**config.mk**
```make
export PLATFORM = sky130hd
export DESIGN_NAME = uart_rx_error_and_baud_gen
export DESIGN_NICKNAME = d
export VERILOG_FILES = /design/src/verilog/uart_rx_pkg.sv /design/src/verilog/baud_divider.sv /design/src/verilog/uart_rx_error_and_baud_gen.sv
export SDC_FILE = /design/constraint.sdc
export NUM_CORES = 1
export LEC_CHECK = 0
export ABC_AREA = 1
export BUFFER_PORTS_ARGS = -buffer_cell sky130_fd_sc_hd__clkbuf_2
export CORE_MARGIN = 2
export CORE_UTILIZATION = 63
export CTS_BUF_LIST = sky130_fd_sc_hd__clkbuf_2 sky130_fd_sc_hd__clkbuf_4 sky130_fd_sc_hd__clkbuf_8
export DETAILED_ROUTE_END_ITERATION = 6
export PLACE_DENSITY = 0.89
export SLEW_MARGIN = 20
export SYNTH_ARGS = -nofsm -noshare
export SYNTH_HDL_FRONTEND = slang
export SYNTH_SLANG_ARGS = --single-unit
```
**constraint.sdc**
```tcl
create_clock -name sys_clk -period 6.02 [get_ports sys_clk]
set_input_delay 1.505 -clock sys_clk [delete_from_list [all_inputs] [get_ports sys_clk]]
set_output_delay 1.505 -clock sys_clk [all_outputs]
set_load 0.005 [all_outputs]
```
**src/verilog/uart_rx_pkg.sv**
```systemverilog
package uart_rx_pkg;

    // Register addresses
    localparam logic [15:0] ADDR_BAUD = 16'hff71;
    localparam logic [15:0] ADDR_RXBUF = 16'hff72;
    localparam logic [15:0] ADDR_STATUS = 16'hff73;
    localparam logic [15:0] ADDR_PORT1_DIR = 16'hff21;

    // Reset values
    localparam logic [7:0] BAUD_RESET = 8'h1f;
    localparam logic [7:0] STATUS_RESET = 8'h00;
    localparam logic [7:0] RXBUF_RESET = 8'hff;
    localparam logic [7:0] PORT1_DIR_RESET = 8'hff;
    localparam logic [7:0] READ_UNMAPPED = 8'h00;

    // Field positions
    localparam int PE_BIT = 2;
    localparam int FE_BIT = 1;
    localparam int OVE_BIT = 0;
    localparam int SEL_HI_BIT = 7;
    localparam int SEL_LO_BIT = 6;
    localparam int DIV_MSB = 4;
    localparam int TX_PIN = 4;
    localparam int RX_PIN = 3;
    localparam logic [7:0] BAUD_WRITE_MASK = 8'hdf;

    // Base clock prescaler: fx/4, fx/16, fx/64
    localparam int PRE_W = 6;
    localparam logic [5:0] PRE_MASK_4 = 6'h03;
    localparam logic [5:0] PRE_MASK_16 = 6'h0f;
    localparam logic [5:0] PRE_MASK_64 = 6'h3f;

    typedef enum logic [1:0] {
        BASE_TIMER = 2'b00,
        BASE_DIV4 = 2'b01,
        BASE_DIV16 = 2'b10,
        BASE_DIV64 = 2'b11
    } base_sel_t;

    typedef enum logic [1:0] {
        PAR_NONE = 2'b00,
        PAR_ZERO = 2'b01,
        PAR_ODD = 2'b10,
        PAR_EVEN = 2'b11
    } parity_mode_t;

    typedef enum logic [2:0] {
        RX_IDLE = 3'b000,
        RX_START = 3'b001,
        RX_DATA = 3'b011,
        RX_PARITY = 3'b010,
        RX_STOP = 3'b110
    } rx_state_t;

    localparam logic [2:0] LAST_BIT_8 = 3'h7;
    localparam logic [2:0] LAST_BIT_7 = 3'h6;
    localparam logic [4:0] DIV_MIN = 5'h08;

endpackage

```
**src/verilog/baud_divider.sv**
```systemverilog
`timescale 1ns/1ns
`default_nettype none
module baud_divider (
    input wire logic sys_clk,
    input wire logic rst_n,
    input wire logic clk_en,
    input wire logic base_tick,
    input wire logic restart,
    input wire logic [4:0] divisor,
    output logic count_tick,
    output logic rate_tick
);

    logic [4:0] count_q;
    logic half_q;
    logic wrap;

    // Divide by k, then by two for the bit rate
    assign wrap = (count_q == divisor - 5'h01);
    assign count_tick = base_tick & wrap & ~restart;
    assign rate_tick = count_tick & half_q;

    always_ff @(posedge sys_clk or negedge rst_n) begin
        if (!rst_n) begin
            count_q <= 5'h00;
            half_q <= 1'b0;
        end else if (clk_en) begin
            if (restart) begin
                count_q <= 5'h00;
                half_q <= 1'b0;
            end else if (base_tick) begin
                count_q <= wrap ? 5'h00 : count_q + 5'h01;
                half_q <= wrap ? ~half_q : half_q;
            end
        end
    end

endmodule
`default_nettype wire

```
**src/verilog/uart_rx_error_and_baud_gen.sv**
```systemverilog
`timescale 1ns/1ns
`default_nettype none
// Summary of operation
// - Reset, power off, receive off clear status
// - Status read returns flags then clears
// - Status is read-only, whole byte
// - Parity mismatch on completion sets parity flag
// - Missing high stop bit sets framing flag
// - Only first stop bit is checked
// - Unread buffer plus new frame sets overrun
// - Overrun discards new byte, keeps old
// - Status read inserts one wait cycle
// - Baud register resets to timer base clock, maximum divider
// - Base clock: timer, fx/4, fx/16, fx/64
// - Divider k from 8 to 31
// - Bit rate is divider output halved
// - Direction bit 0 drives, 1 inputs; reset ones
// - Zero parity mode never flags parity
module uart_rx_error_and_baud_gen (
    input wire logic sys_clk,
    input wire logic rst_n,
    input wire logic clk_en,
    input wire logic [15:0] cpu_addr,
    input wire logic cpu_rd_en,
    input wire logic cpu_wr_en,
    input wire logic [7:0] cpu_wdata,
    output logic [7:0] cpu_rdata,
    output logic cpu_wait,
    input wire logic serial_power_enable,
    input wire logic receive_enable,
    input wire logic transmit_enable,
    input wire logic [1:0] parity_select,
    input wire logic char_len_8,
    input wire logic timer_fifty_output,
    input wire logic serial_rx_line,
    input wire logic tx_pin_latch,
    input wire logic tx_serial_data,
    output logic serial_tx_line,
    output logic serial_tx_oe_n,
    output logic [7:0] port1_direction,
    output logic bit_rate_tick,
    output logic rx_buffer_full
);

    ////////////////////////////////////////////////////////////////////////
    // Register decode
    logic [7:0] baud_q, status_q, rxbuf_q, port1_dir_q, rdata_q;
    logic wait_q, full_q;
    wire hit_baud = (cpu_addr == uart_rx_pkg::ADDR_BAUD);
    wire hit_status = (cpu_addr == uart_rx_pkg::ADDR_STATUS);
    wire hit_rxbuf = (cpu_addr == uart_rx_pkg::ADDR_RXBUF);
    wire hit_dir = (cpu_addr == uart_rx_pkg::ADDR_PORT1_DIR);
    assign cpu_wait = cpu_rd_en & hit_status & ~wait_q;
    wire rd_take = cpu_rd_en & ~cpu_wait;
    wire status_rd = rd_take & hit_status;
    wire rxbuf_rd = rd_take & hit_rxbuf;
    wire wr_baud = cpu_wr_en & hit_baud;
    wire wr_dir = cpu_wr_en & hit_dir;
    wire rx_on = serial_power_enable & receive_enable;
    wire [7:0] rdata_d = hit_baud ? baud_q :
                         hit_status ? status_q :
                         hit_rxbuf ? rxbuf_q :
                         hit_dir ? port1_dir_q : uart_rx_pkg::READ_UNMAPPED;

    always_ff @(posedge sys_clk or negedge rst_n) begin
        if (!rst_n) begin
            rdata_q <= uart_rx_pkg::READ_UNMAPPED;
            wait_q <= 1'b0;
        end else if (clk_en) begin
            wait_q <= cpu_wait;
            if (rd_take) begin
                rdata_q <= rdata_d;
            end
        end
    end
    assign cpu_rdata = rdata_q;

    // Divider rewrites are legal only while idle; not policed here
    always_ff @(posedge sys_clk or negedge rst_n) begin
        if (!rst_n) begin
            baud_q <= uart_rx_pkg::BAUD_RESET;
            port1_dir_q <= uart_rx_pkg::PORT1_DIR_RESET;
        end else if (clk_en) begin
            if (wr_baud) begin
                baud_q <= cpu_wdata & uart_rx_pkg::BAUD_WRITE_MASK;
            end
            if (wr_dir) begin
                port1_dir_q <= cpu_wdata;
            end
        end
    end
    assign port1_direction = port1_dir_q;

    ////////////////////////////////////////////////////////////////////////
    // Pins
    logic rx_m_q, rx_s_q, tm_m_q, tm_s_q, tm_d_q, tx_q;
    always_ff @(posedge sys_clk or negedge rst_n) begin
        if (!rst_n) begin
            rx_m_q <= 1'b1;
            rx_s_q <= 1'b1;
            tm_m_q <= 1'b0;
            tm_s_q <= 1'b0;
            tm_d_q <= 1'b0;
            tx_q <= 1'b1;
        end else if (clk_en) begin
            rx_m_q <= serial_rx_line;
            rx_s_q <= rx_m_q;
            tm_m_q <= timer_fifty_output;
            tm_s_q <= tm_m_q;
            tm_d_q <= tm_s_q;
            // Port latch drives the pin; with transmit on, serial data is ANDed with the latch
            tx_q <= (serial_power_enable & transmit_enable) ?
                    tx_serial_data & tx_pin_latch : tx_pin_latch;
        end
    end
    // Direction 0 turns the output buffer on
    assign serial_tx_oe_n = port1_dir_q[uart_rx_pkg::TX_PIN];
    assign serial_tx_line = tx_q;
    // Line reads high while powered down
    wire rx_bit = serial_power_enable ? rx_s_q : 1'b1;

    ////////////////////////////////////////////////////////////////////////
    // Baud generation
    logic [uart_rx_pkg::PRE_W-1:0] pre_q;
    always_ff @(posedge sys_clk or negedge rst_n) begin
        if (!rst_n) begin
            pre_q <= '0;
        end else if (clk_en) begin
            pre_q <= serial_power_enable ?
                     pre_q + 6'h01 : '0;
        end
    end
    wire [1:0] base_sel = {baud_q[uart_rx_pkg::SEL_HI_BIT],
                           baud_q[uart_rx_pkg::SEL_LO_BIT]};
    wire tm_rise = tm_s_q & ~tm_d_q;
    logic base_tick;
    always_comb begin
        case (base_sel)
            uart_rx_pkg::BASE_TIMER: base_tick = tm_rise;
            uart_rx_pkg::BASE_DIV4:
                base_tick = &(pre_q | ~uart_rx_pkg::PRE_MASK_4);
            uart_rx_pkg::BASE_DIV16:
                base_tick = &(pre_q | ~uart_rx_pkg::PRE_MASK_16);
            default: base_tick = &(pre_q | ~uart_rx_pkg::PRE_MASK_64);
        endcase
    end

    logic half_tick, rx_restart;
    wire [4:0] divisor = baud_q[uart_rx_pkg::DIV_MSB:0];
    baud_divider u_div (
        .sys_clk(sys_clk),
        .rst_n(rst_n),
        .clk_en(clk_en & serial_power_enable),
        // Gated so a frozen divider cannot pulse on timer edges
        .base_tick(base_tick & serial_power_enable),
        .restart(rx_restart),
        .divisor(divisor),
        .count_tick(half_tick),
        .rate_tick(bit_rate_tick)
    );

    ////////////////////////////////////////////////////////////////////////
    // Receiver: samples mid-bit on every second half tick
    uart_rx_pkg::rx_state_t st_q, st_d;
    logic phase_q, par_acc_q, pe_pend_q;
    logic [2:0] bit_cnt_q;
    logic [7:0] shift_q;
    wire sample = half_tick & ~phase_q;
    wire [2:0] last_bit = char_len_8 ? uart_rx_pkg::LAST_BIT_8 :
                                       uart_rx_pkg::LAST_BIT_7;
    wire par_check = parity_select[1];
    wire par_bad = (parity_select == uart_rx_pkg::PAR_ODD) ?
                   ~(par_acc_q ^ rx_bit) : (par_acc_q ^ rx_bit);
    assign rx_restart = (st_q == uart_rx_pkg::RX_IDLE) & rx_on & ~rx_bit;
    // Stop check looks at the first stop bit only
    wire frame_done = rx_on & sample & (st_q == uart_rx_pkg::RX_STOP);
    wire [7:0] rx_byte = char_len_8 ? shift_q : {1'b0, shift_q[7:1]};

    always_comb begin
        st_d = st_q;
        case (st_q)
            uart_rx_pkg::RX_IDLE:
                if (rx_restart) st_d = uart_rx_pkg::RX_START;
            uart_rx_pkg::RX_START:
                if (sample) st_d = rx_bit ? uart_rx_pkg::RX_IDLE :
                                            uart_rx_pkg::RX_DATA;
            uart_rx_pkg::RX_DATA:
                if (sample && bit_cnt_q == last_bit)
                    st_d = (parity_select == uart_rx_pkg::PAR_NONE) ?
                           uart_rx_pkg::RX_STOP : uart_rx_pkg::RX_PARITY;
            uart_rx_pkg::RX_PARITY:
                if (sample) st_d = uart_rx_pkg::RX_STOP;
            uart_rx_pkg::RX_STOP:
                if (sample) st_d = uart_rx_pkg::RX_IDLE;
            default: st_d = uart_rx_pkg::RX_IDLE;
        endcase
        if (!rx_on) st_d = uart_rx_pkg::RX_IDLE;
    end

    always_ff @(posedge sys_clk or negedge rst_n) begin
        if (!rst_n) begin
            st_q <= uart_rx_pkg::RX_IDLE;
            phase_q <= 1'b0;
            bit_cnt_q <= 3'h0;
            shift_q <= 8'h00;
            par_acc_q <= 1'b0;
            pe_pend_q <= 1'b0;
        end else if (clk_en) begin
            st_q <= st_d;
            if (rx_restart) begin
                phase_q <= 1'b0;
                bit_cnt_q <= 3'h0;
                par_acc_q <= 1'b0;
                pe_pend_q <= 1'b0;
            end else if (half_tick) begin
                phase_q <= ~phase_q;
            end
            if (sample && st_q == uart_rx_pkg::RX_DATA) begin
                shift_q <= {rx_bit, shift_q[7:1]};
                par_acc_q <= par_acc_q ^ rx_bit;
                bit_cnt_q <= bit_cnt_q + 3'h1;
            end
            if (sample && st_q == uart_rx_pkg::RX_PARITY) begin
                pe_pend_q <= par_check & par_bad;
            end
        end
    end

    ////////////////////////////////////////////////////////////////////////
    // Receive buffer and error status
    wire overrun = full_q & ~rxbuf_rd;
    logic [7:0] new_flags;
    always_comb begin
        new_flags = uart_rx_pkg::STATUS_RESET;
        new_flags[uart_rx_pkg::PE_BIT] = pe_pend_q;
        new_flags[uart_rx_pkg::FE_BIT] = ~rx_bit;
        new_flags[uart_rx_pkg::OVE_BIT] = overrun;
    end

    always_ff @(posedge sys_clk or negedge rst_n) begin
        if (!rst_n) begin
            status_q <= uart_rx_pkg::STATUS_RESET;
            rxbuf_q <= uart_rx_pkg::RXBUF_RESET;
            full_q <= 1'b0;
        end else if (clk_en) begin
            if (!rx_on) begin
                status_q <= uart_rx_pkg::STATUS_RESET;
            end else if (frame_done) begin
                // New frame beats a same-cycle read clear
                status_q <= new_flags;
            end else if (status_rd) begin
                status_q <= uart_rx_pkg::STATUS_RESET;
            end
            if (!serial_power_enable) begin
                rxbuf_q <= uart_rx_pkg::RXBUF_RESET;
                full_q <= 1'b0;
            end else if (frame_done && !overrun) begin
                rxbuf_q <= rx_byte;
                full_q <= 1'b1;
            end else if (rxbuf_rd || !rx_on) begin
                full_q <= 1'b0;
            end
        end
    end
    assign rx_buffer_full = full_q;

    logic after_rst_q, per_ok_q, rate_last_q;
    logic [4:0] base_cnt_q;
    always_ff @(posedge sys_clk or negedge rst_n) begin
        if (!rst_n) begin
            after_rst_q <= 1'b0;
            base_cnt_q <= 5'h00;
            per_ok_q <= 1'b0;
            rate_last_q <= 1'b1;
        end else begin
            after_rst_q <= 1'b1;
            if (clk_en && rx_restart) begin
                rate_last_q <= 1'b1;
            end else if (clk_en && half_tick) begin
                rate_last_q <= bit_rate_tick;
            end
            if (clk_en && (rx_restart || half_tick)) begin
                base_cnt_q <= 5'h00;
                per_ok_q <= 1'b1;
            end else if (clk_en && base_tick && serial_power_enable) begin
                base_cnt_q <= base_cnt_q + 5'h01;
            end
            if (clk_en && wr_baud) per_ok_q <= 1'b0;
        end
    end
endmodule
`default_nettype wire

```
; Word level (Yosys, flattened, before mapping)
; Index checks and enable logic that the tools add are counted.
[totals]
reg_bits = 76
inputBits = 39
out_inout_bits = 21
word_cells = 152
[op_classes]
addsub = 4
n_eq_ne = 21
muxes = 41
bitwise = 33
reduce_logical = 31
[op_table]
columns = op, count
row1 = 8-bit two-way mux, 10
row2 = "16-bit equality test, second input constant", 4
row3 = 3-bit two-way mux, 9
row4 = 2-bit AND reduction, 12
row5 = 1-bit bitwise AND, 23
row6 = 1-bit two-way mux, 15
row7 = 5-bit two-way mux, 3
row8 = 3-bit case mux with 5 select lines, 1
row9 = "3-bit != test, second input constant", 4
row10 = 6-bit AND reduction, 2
row11 = 2-bit nonzero test, 5
row12 = 1-bit NOT, 9
row13 = "6-bit by 1-bit adder with 6-bit output, second input constant", 1
row14 = "3-bit by 2-bit equality test with 1-bit output, second input constant", 2
row15 = 6-bit two-way mux, 1
row16 = "3-bit by 2-bit != test with 1-bit output, second input constant", 2
row17 = "5-bit by 1-bit adder with 5-bit output, second input constant", 1
row18 = 5-bit equality test, 1
row19 = "5-bit by 1-bit subtractor with 5-bit output, second input constant", 1
row20 = "2-bit equality test, second input constant", 2
row21 = 1-bit logical AND, 4
row22 = 2-bit logical NOT, 2
row23 = 4-bit AND reduction, 1
row24 = "3-bit by 1-bit adder with 3-bit output, second input constant", 1
row25 = other kinds (13), 14

; Depth between registers and ports, before layout
; Gate-level depths: netlist (run 1).
[logic_depth]
ltp_word = 12
ltp_mapped = 15
depth_no_buf = 15

; By module
; A second synthesis (run 1) with hierarchy kept.
[unflattened]
hier_cells = 507
hier_area_um2 = 3940.0
[by_module_without_submodules]
columns = mod, instances, cells_each, area_each_um2, seq_area_each_um2
row1 = uart_rx_error_and_baud_gen, 1, 424, 3437.0, 1656.6
row2 = baud_divider, 1, 83, 503.0, 150.1

; Worst setup path after synthesis (run 1)
; OpenSTA, ideal clock, no wires.
[synth_timing]
kind = input-to-output
from = input port serial_power_enable
to = output port bit_rate_tick
t_arrival_ps = 2304
path_slack_ps = 2211
stages = 8
n_path_buf = 1
path_cell_list = buf_2 > nand2_2 > inv_2 > nand3_1 > nor2_1 > inv_2 > nand3_1 > nor2_1
[synth_via]
elab_chain_cells = 6
elab_cells_between_ends = 10
[synth_lines]
columns = item, line_no
row1 = "start, declared", uart_rx_error_and_baud_gen.sv:29  ; input wire logic serial_power_enable,
row2 = 1-bit bitwise AND / 1-bit two-way mux (equally long branches), "uart_rx_error_and_baud_gen.sv:59, uart_rx_error_and_baud_gen.sv:120"
row3 = 1-bit bitwise AND / 1-bit NOT (equally long branches), uart_rx_error_and_baud_gen.sv:174  ; assign rx_restart = (st_q == uart_rx_pkg::RX_IDLE) & rx_on & ~rx_bit;
row4 = 1-bit bitwise AND, uart_rx_error_and_baud_gen.sv:174
row5 = 1-bit NOT, baud_divider.sv:20  ; assign count_tick = base_tick & wrap & ~restart;
row6 = 1-bit bitwise AND *, baud_divider.sv:20
row7 = 1-bit bitwise AND *, baud_divider.sv:21  ; assign rate_tick = count_tick & half_q;
row8 = "end, declared", uart_rx_error_and_baud_gen.sv:41  ; output logic bit_rate_tick,
; Every way passes the cells marked *; elsewhere a longest branch is shown, timed or not.

; Worst setup path after layout (run 1)
; Ends and elaborated chain as after synthesis.

==> flow_metrics.env, run 1 <==
export IMPL_setup_worst_path_start="serial_power_enable"
export IMPL_total_leakage_power_nw=2.249
export IMPL_ys_top_cells_by_area="dfrtp_1 (30%), nand2_1 (17%), dfstp_2 (16%), nand3_1 (7.0%), inv_1 (5.3%)"
export IMPL_dp_cells=631
export IMPL_via_per_inst=5.547
export IMPL_ys_types=37
export IMPL_fin_area_um2=4399
export IMPL_pin_count=60
export IMPL_clkTransAtPathRegs_ps=80
export IMPL_htree_levels=3
export IMPL_drcViolationCount=0
export IMPL_status="finished, final reports clean"
export IMPL_yosysMostFrequentCell="nand2_1"
export IMPL_grt_overflow_total=0
export IMPL_ctsResizeCount=0
export IMPL_synth_flop_cell="dfrtp_1"
export IMPL_clock_latency_ps=350
export IMPL_grt_use_met2=0.4952
export IMPL_antenna_cells=0
export IMPL_hpwl_um=6538
export IMPL_total_power_mw=1.117
export IMPL_grt_pass1_wl_um=14970
export IMPL_start_kind="input pin"
export IMPL_skew_ps=7.068
export IMPL_die_w_um=82.28
export IMPL_cap_violations=0
export IMPL_antenna_left=0
export IMPL_area_sequential_um2=1807
export IMPL_setup_viol=0
export IMPL_dr_pass1_iters=4
export IMPL_nets=610
export IMPL_fill_cells=427
export IMPL_clock_sinks=71
export IMPL_synth_top_cell_area_share=0.3047
export IMPL_ctsHoldBuffers=0
export IMPL_grt_use_met3=0.04674
export IMPL_fp_coreArea_um2=5921
export IMPL_cpPeakStageDelay_ps=210
export IMPL_vias=3589
export IMPL_drive_gt1_frac=0.2255
export IMPL_period_minus_slack_ps=4077
export IMPL_initial_utilization=0.6519
export IMPL_place_area_um2=4190
export IMPL_antenna_found_initial=0
export IMPL_cts_buffers=9
export IMPL_criticalPathCategory="input pin to output pin"
export IMPL_multi_input_area_um2=1755
export IMPL_yosysTopAreaCell="dfrtp_1"
export IMPL_met1_usage=0.3638
export IMPL_num_rows=28
export IMPL_setup_tns_ps=0
export IMPL_relSlewSlack=0.4172
export IMPL_cp_data_arrival_time_ps=2570
export IMPL_wire_per_inst_um=13.83
export IMPL_dieHeight_um=82.28
export IMPL_syn_inst=508
export IMPL_drt_iter0_drc=247
export IMPL_grt_max_degree=72
export IMPL_routabilityCongestion=0.9494
export IMPL_path_max_fanout=8
export IMPL_grt_pass1_vias=3378
export IMPL_totalWireLength_um=8946
export IMPL_finalNonFillerCells=647
export IMPL_areaGrowthSynthToFinish_pct=13.97
export IMPL_cts_tree="built"
export IMPL_min_path_type="flip-flop to flip-flop"
export IMPL_synth_async_reset_ratio=1.000
export IMPL_tightest_slew_ps=874.2
export IMPL_synth_area_per_cell_um2=7.598
export IMPL_rsz0062_at_grt="false"
export IMPL_gr_usage_all_layers=0.2908
export IMPL_path_cells="clkbuf_2 -> nand2_2 -> inv_2 -> nand3_1 -> nor2_1 -> inv_2 -> nand3_1 -> nor2_1 -> clkbuf_2"
export IMPL_yosys_warnings=0
export IMPL_cts_root_buf="clkbuf_8"
export IMPL_critPathSlowestCell="clkbuf_2"
export IMPL_min_from="rxbuf_q[1]"
export IMPL_synth_nets=551
export IMPL_endpoint_kind="output pin"
export IMPL_synth_top_cells_by_count="nand2_1 (172), inv_1 (54), nand3_1 (54)"
export IMPL_finalHoldViolCount=0
export IMPL_vdd_drop_max_v=0.0001471
export IMPL_cts_buffer_depth=2
export IMPL_top_usage_layer="met2"
export IMPL_syn_area_um2=3860
export IMPL_power_density_nw_per_um2=254.0
export IMPL_maxSlewViolCount=0
export IMPL_fin_hold_ws_ps=468.1
export IMPL_fmaxAchievable_mhz=245.3
export IMPL_port_buffers=59
export IMPL_crit_required_ps=4510
export IMPL_cts_setup_buffers=0
export IMPL_post_route_period_util=0.6772
export IMPL_timing_rr_start="baud_q[0]"
export IMPL_die_area_um2=6769
export IMPL_yosysSeqAreaShare=0.4681
export IMPL_ys_ff_latch=71
export IMPL_synth_edff_count=0
[cell usage in the layout (no fill, tap or decap), types with 3 or more instances in the layout]
cell        n
a21oi_1    17
clkbuf_2   58
clkbuf_8   11
dfrtp_1    47
dfstp_2    24
ha_1        4
inv_1      54
inv_2       6
nand2_1   172
nand3_1    54
nand3_2     3
nand4_1     6
nor2_1     32
nor3_4      3
o21ai_0    27
o21ai_1    18
o21ai_2     7
[path summary, 6_finish.rpt]
kind                                  to  slack, ps  cells past startpoint
min                           rxbuf_q[1]        470                      2
max reg2reg                   shift_q[2]       3380                     12
max in group asynchronous        st_q[2]       4110                      2
max                        bit_rate_tick       1940                      9
min reg2reg                   rxbuf_q[1]        470                      2
min in group asynchronous      baud_q[6]       1340                      2
[metrics by stage]
step	setup WS [ps]	utilization
2_1_floorplan	2211	-
3_3_place_gp	2004	0.7077
3_5_place_dp	1962	0.7077
4_1_cts	1954	0.7430
6_report	1943	0.7430
5_1_grt	1846	0.7430
[state kept, by name (all words and copies together), names as in the netlist]
name,cells
serial_tx_line,1
port1_direction,8
status_q,3
u_div.half_q,1
rx_s_q,1
wait_q,1
tm_d_q,1
st_q,3
shift_q,8
rx_buffer_full,1
u_div.count_q,5
tm_s_q,1
cpu_rdata,8
bit_cnt_q,3
pre_q,6
pe_pend_q,1
tm_m_q,1
phase_q,1
rx_m_q,1
par_acc_q,1
rxbuf_q,8
baud_q,7
[cells by family (layout without fill, tap and decap cells)]
kind of cell / Yosys count / after routing / share of synthesized area
mux: 1 / 1 / 0.003889
simple gates: 281 / 281 / 0.3235
fa+ha+maj: 4 / 4 / 0.01297
xor+xnor: 3 / 3 / 0.006808
compound gates: 75 / 75 / 0.1076
flops: 71 / 71 / 0.4681
buf+inv: 73 / 137 / 0.07714
[power by group]
part | leakage, nW | switching, mW | internal (mW)
logic | 1.26 | 0.100 | 0.0583
clock network | 0.106 | 0.180 | 0.223
registers | 0.880 | 0.0365 | 0.519
total | 2.25 | 0.317 | 0.800
[worst max-delay path: cells and delay by family]
kind                   cells  cell delay (ps)
buffers and inverters      4              480
and+or+nand+nor            5              580
[metal layers]
metal | wire, um | vias to the layer above
li1 | - | 1758
met1 | 3811 | 1716
met2 | 4464 | 95
met3 | 450 | 20
met4 | 219 | 0
met5 | 0 | -
[layout make-up]
class | instances | share of cell area
inverter | 61 | 0.05262
clock inverter | 3 | 0.009670
timing repair buffer | 60 | 0.06883
clock buffer | 13 | 0.03783
sequential | 71 | 0.4107
tap | 75 | 0.02133
multi-input combinational | 364 | 0.3990
Note: power is estimated with default switching activity, not from simulation.
==> run 2: changes to the inputs <==
--- a/config.mk
+++ b/config.mk
@@ -8,10 +8,10 @@
 export ABC_AREA = 1
 export BUFFER_PORTS_ARGS = -buffer_cell sky130_fd_sc_hd__clkbuf_2
 export CORE_MARGIN = 2
-export CORE_UTILIZATION = 63
+export CORE_UTILIZATION = 53
 export CTS_BUF_LIST = sky130_fd_sc_hd__clkbuf_2 sky130_fd_sc_hd__clkbuf_4 sky130_fd_sc_hd__clkbuf_8
 export DETAILED_ROUTE_END_ITERATION = 6
-export PLACE_DENSITY = 0.89
+export PLACE_DENSITY = 0.8
 export SLEW_MARGIN = 20
 export SYNTH_ARGS = -nofsm -noshare
 export SYNTH_HDL_FRONTEND = slang
==> constraint.sdc (replaced) <==
create_clock -name sys_clk -period 3.7 [get_ports sys_clk]
set_input_delay 0.925 -clock sys_clk [delete_from_list [all_inputs] [get_ports sys_clk]]
set_output_delay 0.925 -clock sys_clk [all_outputs]
set_load 0.005 [all_outputs]
==> run 2 against run 1 <==
- final cell count up 4.0%
- register-to-register slack got worse by 2200 ps
- clock-buffer cell count up 3
- first-iteration DRC count is 19% lower
- routed wire length fell by 2.7%
- largest cell class unchanged
- highest routed layer unchanged
==> flow_metrics.env, run 2 (same netlist as run 1, synthesis figures left out) <==
export IMPL_setup_tns_ps=0
export IMPL_cts_tree="built"
export IMPL_hpwl_um=6434
export IMPL_min_path_type="flip-flop to flip-flop"
export IMPL_grt_pass1_vias=3179
export IMPL_antenna_found_initial=0
export IMPL_grt_use_met3=0.05078
export IMPL_totalWireLength_um=8706
export IMPL_path_max_fanout=4
export IMPL_routabilityCongestion=0.8840
export IMPL_ctsHoldBuffers=0
export IMPL_final_cell_mix="nand2_1 (172), clkbuf_2 (58), inv_1 (54), nand3_1 (54), dfrtp_1 (47)"
export IMPL_tightest_slew_ps=829.1
export IMPL_clock_sinks=71
export IMPL_status="finished, final reports clean"
export IMPL_clock_latency_ps=350
export IMPL_cts_root_buf="clkbuf_8"
export IMPL_r2r_cells=13
export IMPL_finalNonFillerCells=673
export IMPL_min_from="rxbuf_q[0]"
export IMPL_vias=3462
export IMPL_drcViolationCount=0
export IMPL_period_minus_slack_ps=3095
export IMPL_post_route_period_util=0.8364
export IMPL_drt_iter0_drc=200
export IMPL_gr_usage_all_layers=0.2385
export IMPL_top_usage_layer="met2"
export IMPL_crit_required_ps=2770
export IMPL_areaGrowthSynthToFinish_pct=15.27
export IMPL_setup_viol=0
export IMPL_die_area_um2=7982
export IMPL_cts_buffers=9
export IMPL_clkTransAtPathRegs_ps=70
export IMPL_dieHeight_um=89.34
export IMPL_start_kind="flip-flop"
export IMPL_min_to="rxbuf_q[0]"
export IMPL_grt_use_met2=0.3758
export IMPL_vdd_drop_max_v=0.0002065
export IMPL_rsz0062_at_grt="false"
export IMPL_grt_pass1_wl_um=14600
export IMPL_antenna_left=0
export IMPL_dr_pass1_iters=4
export IMPL_maxSlewViolCount=0
export IMPL_whs_path_depth=2
export IMPL_initial_utilization=0.5408
export IMPL_cts_setup_buffers=0
export IMPL_dp_cells=657
export IMPL_relSlewSlack=0.4473
export IMPL_worstReg2RegEnd="shift_q[7]"
export IMPL_drive_gt1_frac=0.2282
export IMPL_cts_buffer_depth=2
export IMPL_timing_rr_start="baud_q[0]"
export IMPL_grt_max_degree=38
export IMPL_cp_data_arrival_time_ps=2170
export IMPL_criticalPathCategory="flip-flop to output pin"
export IMPL_num_rows=31
export IMPL_wire_per_inst_um=12.94
export IMPL_port_buffers=59
export IMPL_grt_overflow_total=0
export IMPL_cap_violations=0
export IMPL_final_common_cell="nand2_1"
export IMPL_power_density_nw_per_um2=401.0
export IMPL_ctsResizeCount=0
export IMPL_nets=612
export IMPL_endpoint_kind="output pin"
export IMPL_ff2ff_setup_slack_ps=1220
export IMPL_fp_coreArea_um2=7137
export IMPL_fill_cells=659
export IMPL_die_w_um=89.34
export IMPL_fmaxAchievable_mhz=323.1
export IMPL_pin_count=60
export IMPL_total_leakage_power_nw=2.264
export IMPL_antenna_cells=0
export IMPL_skew_ps=13.46
export IMPL_via_per_inst=5.144
export IMPL_finalHoldViolCount=0
export IMPL_htree_levels=3
export IMPL_met1_usage=0.3272
==> run 2: cell types whose count changed in the layout (fill, tap and decap cells not counted) <==
cell        previous run  this run
buf_4                  1         2
clkinvlp_4             1         0
buf_12                 0         1
clkbuf_4               2         3
clkinv_2               1         0
bufinv_16              1         0
clkbuf_8              11        13
==> run 2: layout make-up <==
class / instances / area, um2 / area share
repair buffers: 62 / 330.3 / 0.07424
inverters: 61 / 231.5 / 0.05202
flip-flops and latches: 71 / 1807 / 0.4061
multi-input cells: 364 / 1755 / 0.3945
clock buffers: 16 / 201.4 / 0.04528
well taps: 99 / 123.9 / 0.02784
==> run 2: report_power, final <==
part	switching, mW	internal, mW	leakage [nW]
Sequential	0.0565	0.845	0.880
Clock	0.281	0.340	0.107
Combinational	0.164	0.0968	1.28
==> run 2: worst max path at each step <==
stage	slack, ps	to	from	depth (start not counted)
2_1_floorplan	1050	bit_rate_tick	serial_power_enable	8
3_3_place_gp	820	bit_rate_tick	serial_power_enable	9
3_5_place_dp	740	bit_rate_tick	serial_power_enable	9
4_1_cts	600	bit_rate_tick	baud_q[0]	11
5_1_grt	390	bit_rate_tick	baud_q[0]	11
6_report	610	bit_rate_tick	baud_q[0]	10
==> run 2: critical path: stages, from the launching register on <==
cell and delay [ps]:
dfstp_2 560, inv_2 50, ha_1 290, nand2_1 80, nand2_1 60, nor2_1 90
nand3_1 100, nor2_2 160, nand3_1 150, nor2_1 150, clkbuf_2 130
==> run 2: stage by stage <==
| stage | total power, mW | area [um2] | setup WS (ps) | hold slack (ps) | utilization |
|---|---|---|---|---|---|
| final | 1.784 | 4449 | 605.4 | 465.9 | 0.6234 |
| after global routing | 1.878 | 4449 | 388.6 | 483.2 | 0.6234 |
| after CTS | 1.794 | 4449 | 598.6 | 467.6 | 0.6234 |
| after detailed placement | 1.173 | 4248 | 735.3 | 457.1 | 0.5952 |
| after global placement | 1.160 | 4248 | 817.2 | 453.9 | 0.5952 |
| after floorplan | 1.080 | 3860 | 1051 | 442.2 | - |
==> run 2: metal layers <==
| metal | up-vias | wire, um |
|---|---|---|
| met4 | 0 | 121 |
| met1 | 1590 | 4080 |
| li1 | 1766 | - |
| met5 | - | 0 |
| met3 | 10 | 452 |
| met2 | 96 | 4051 |
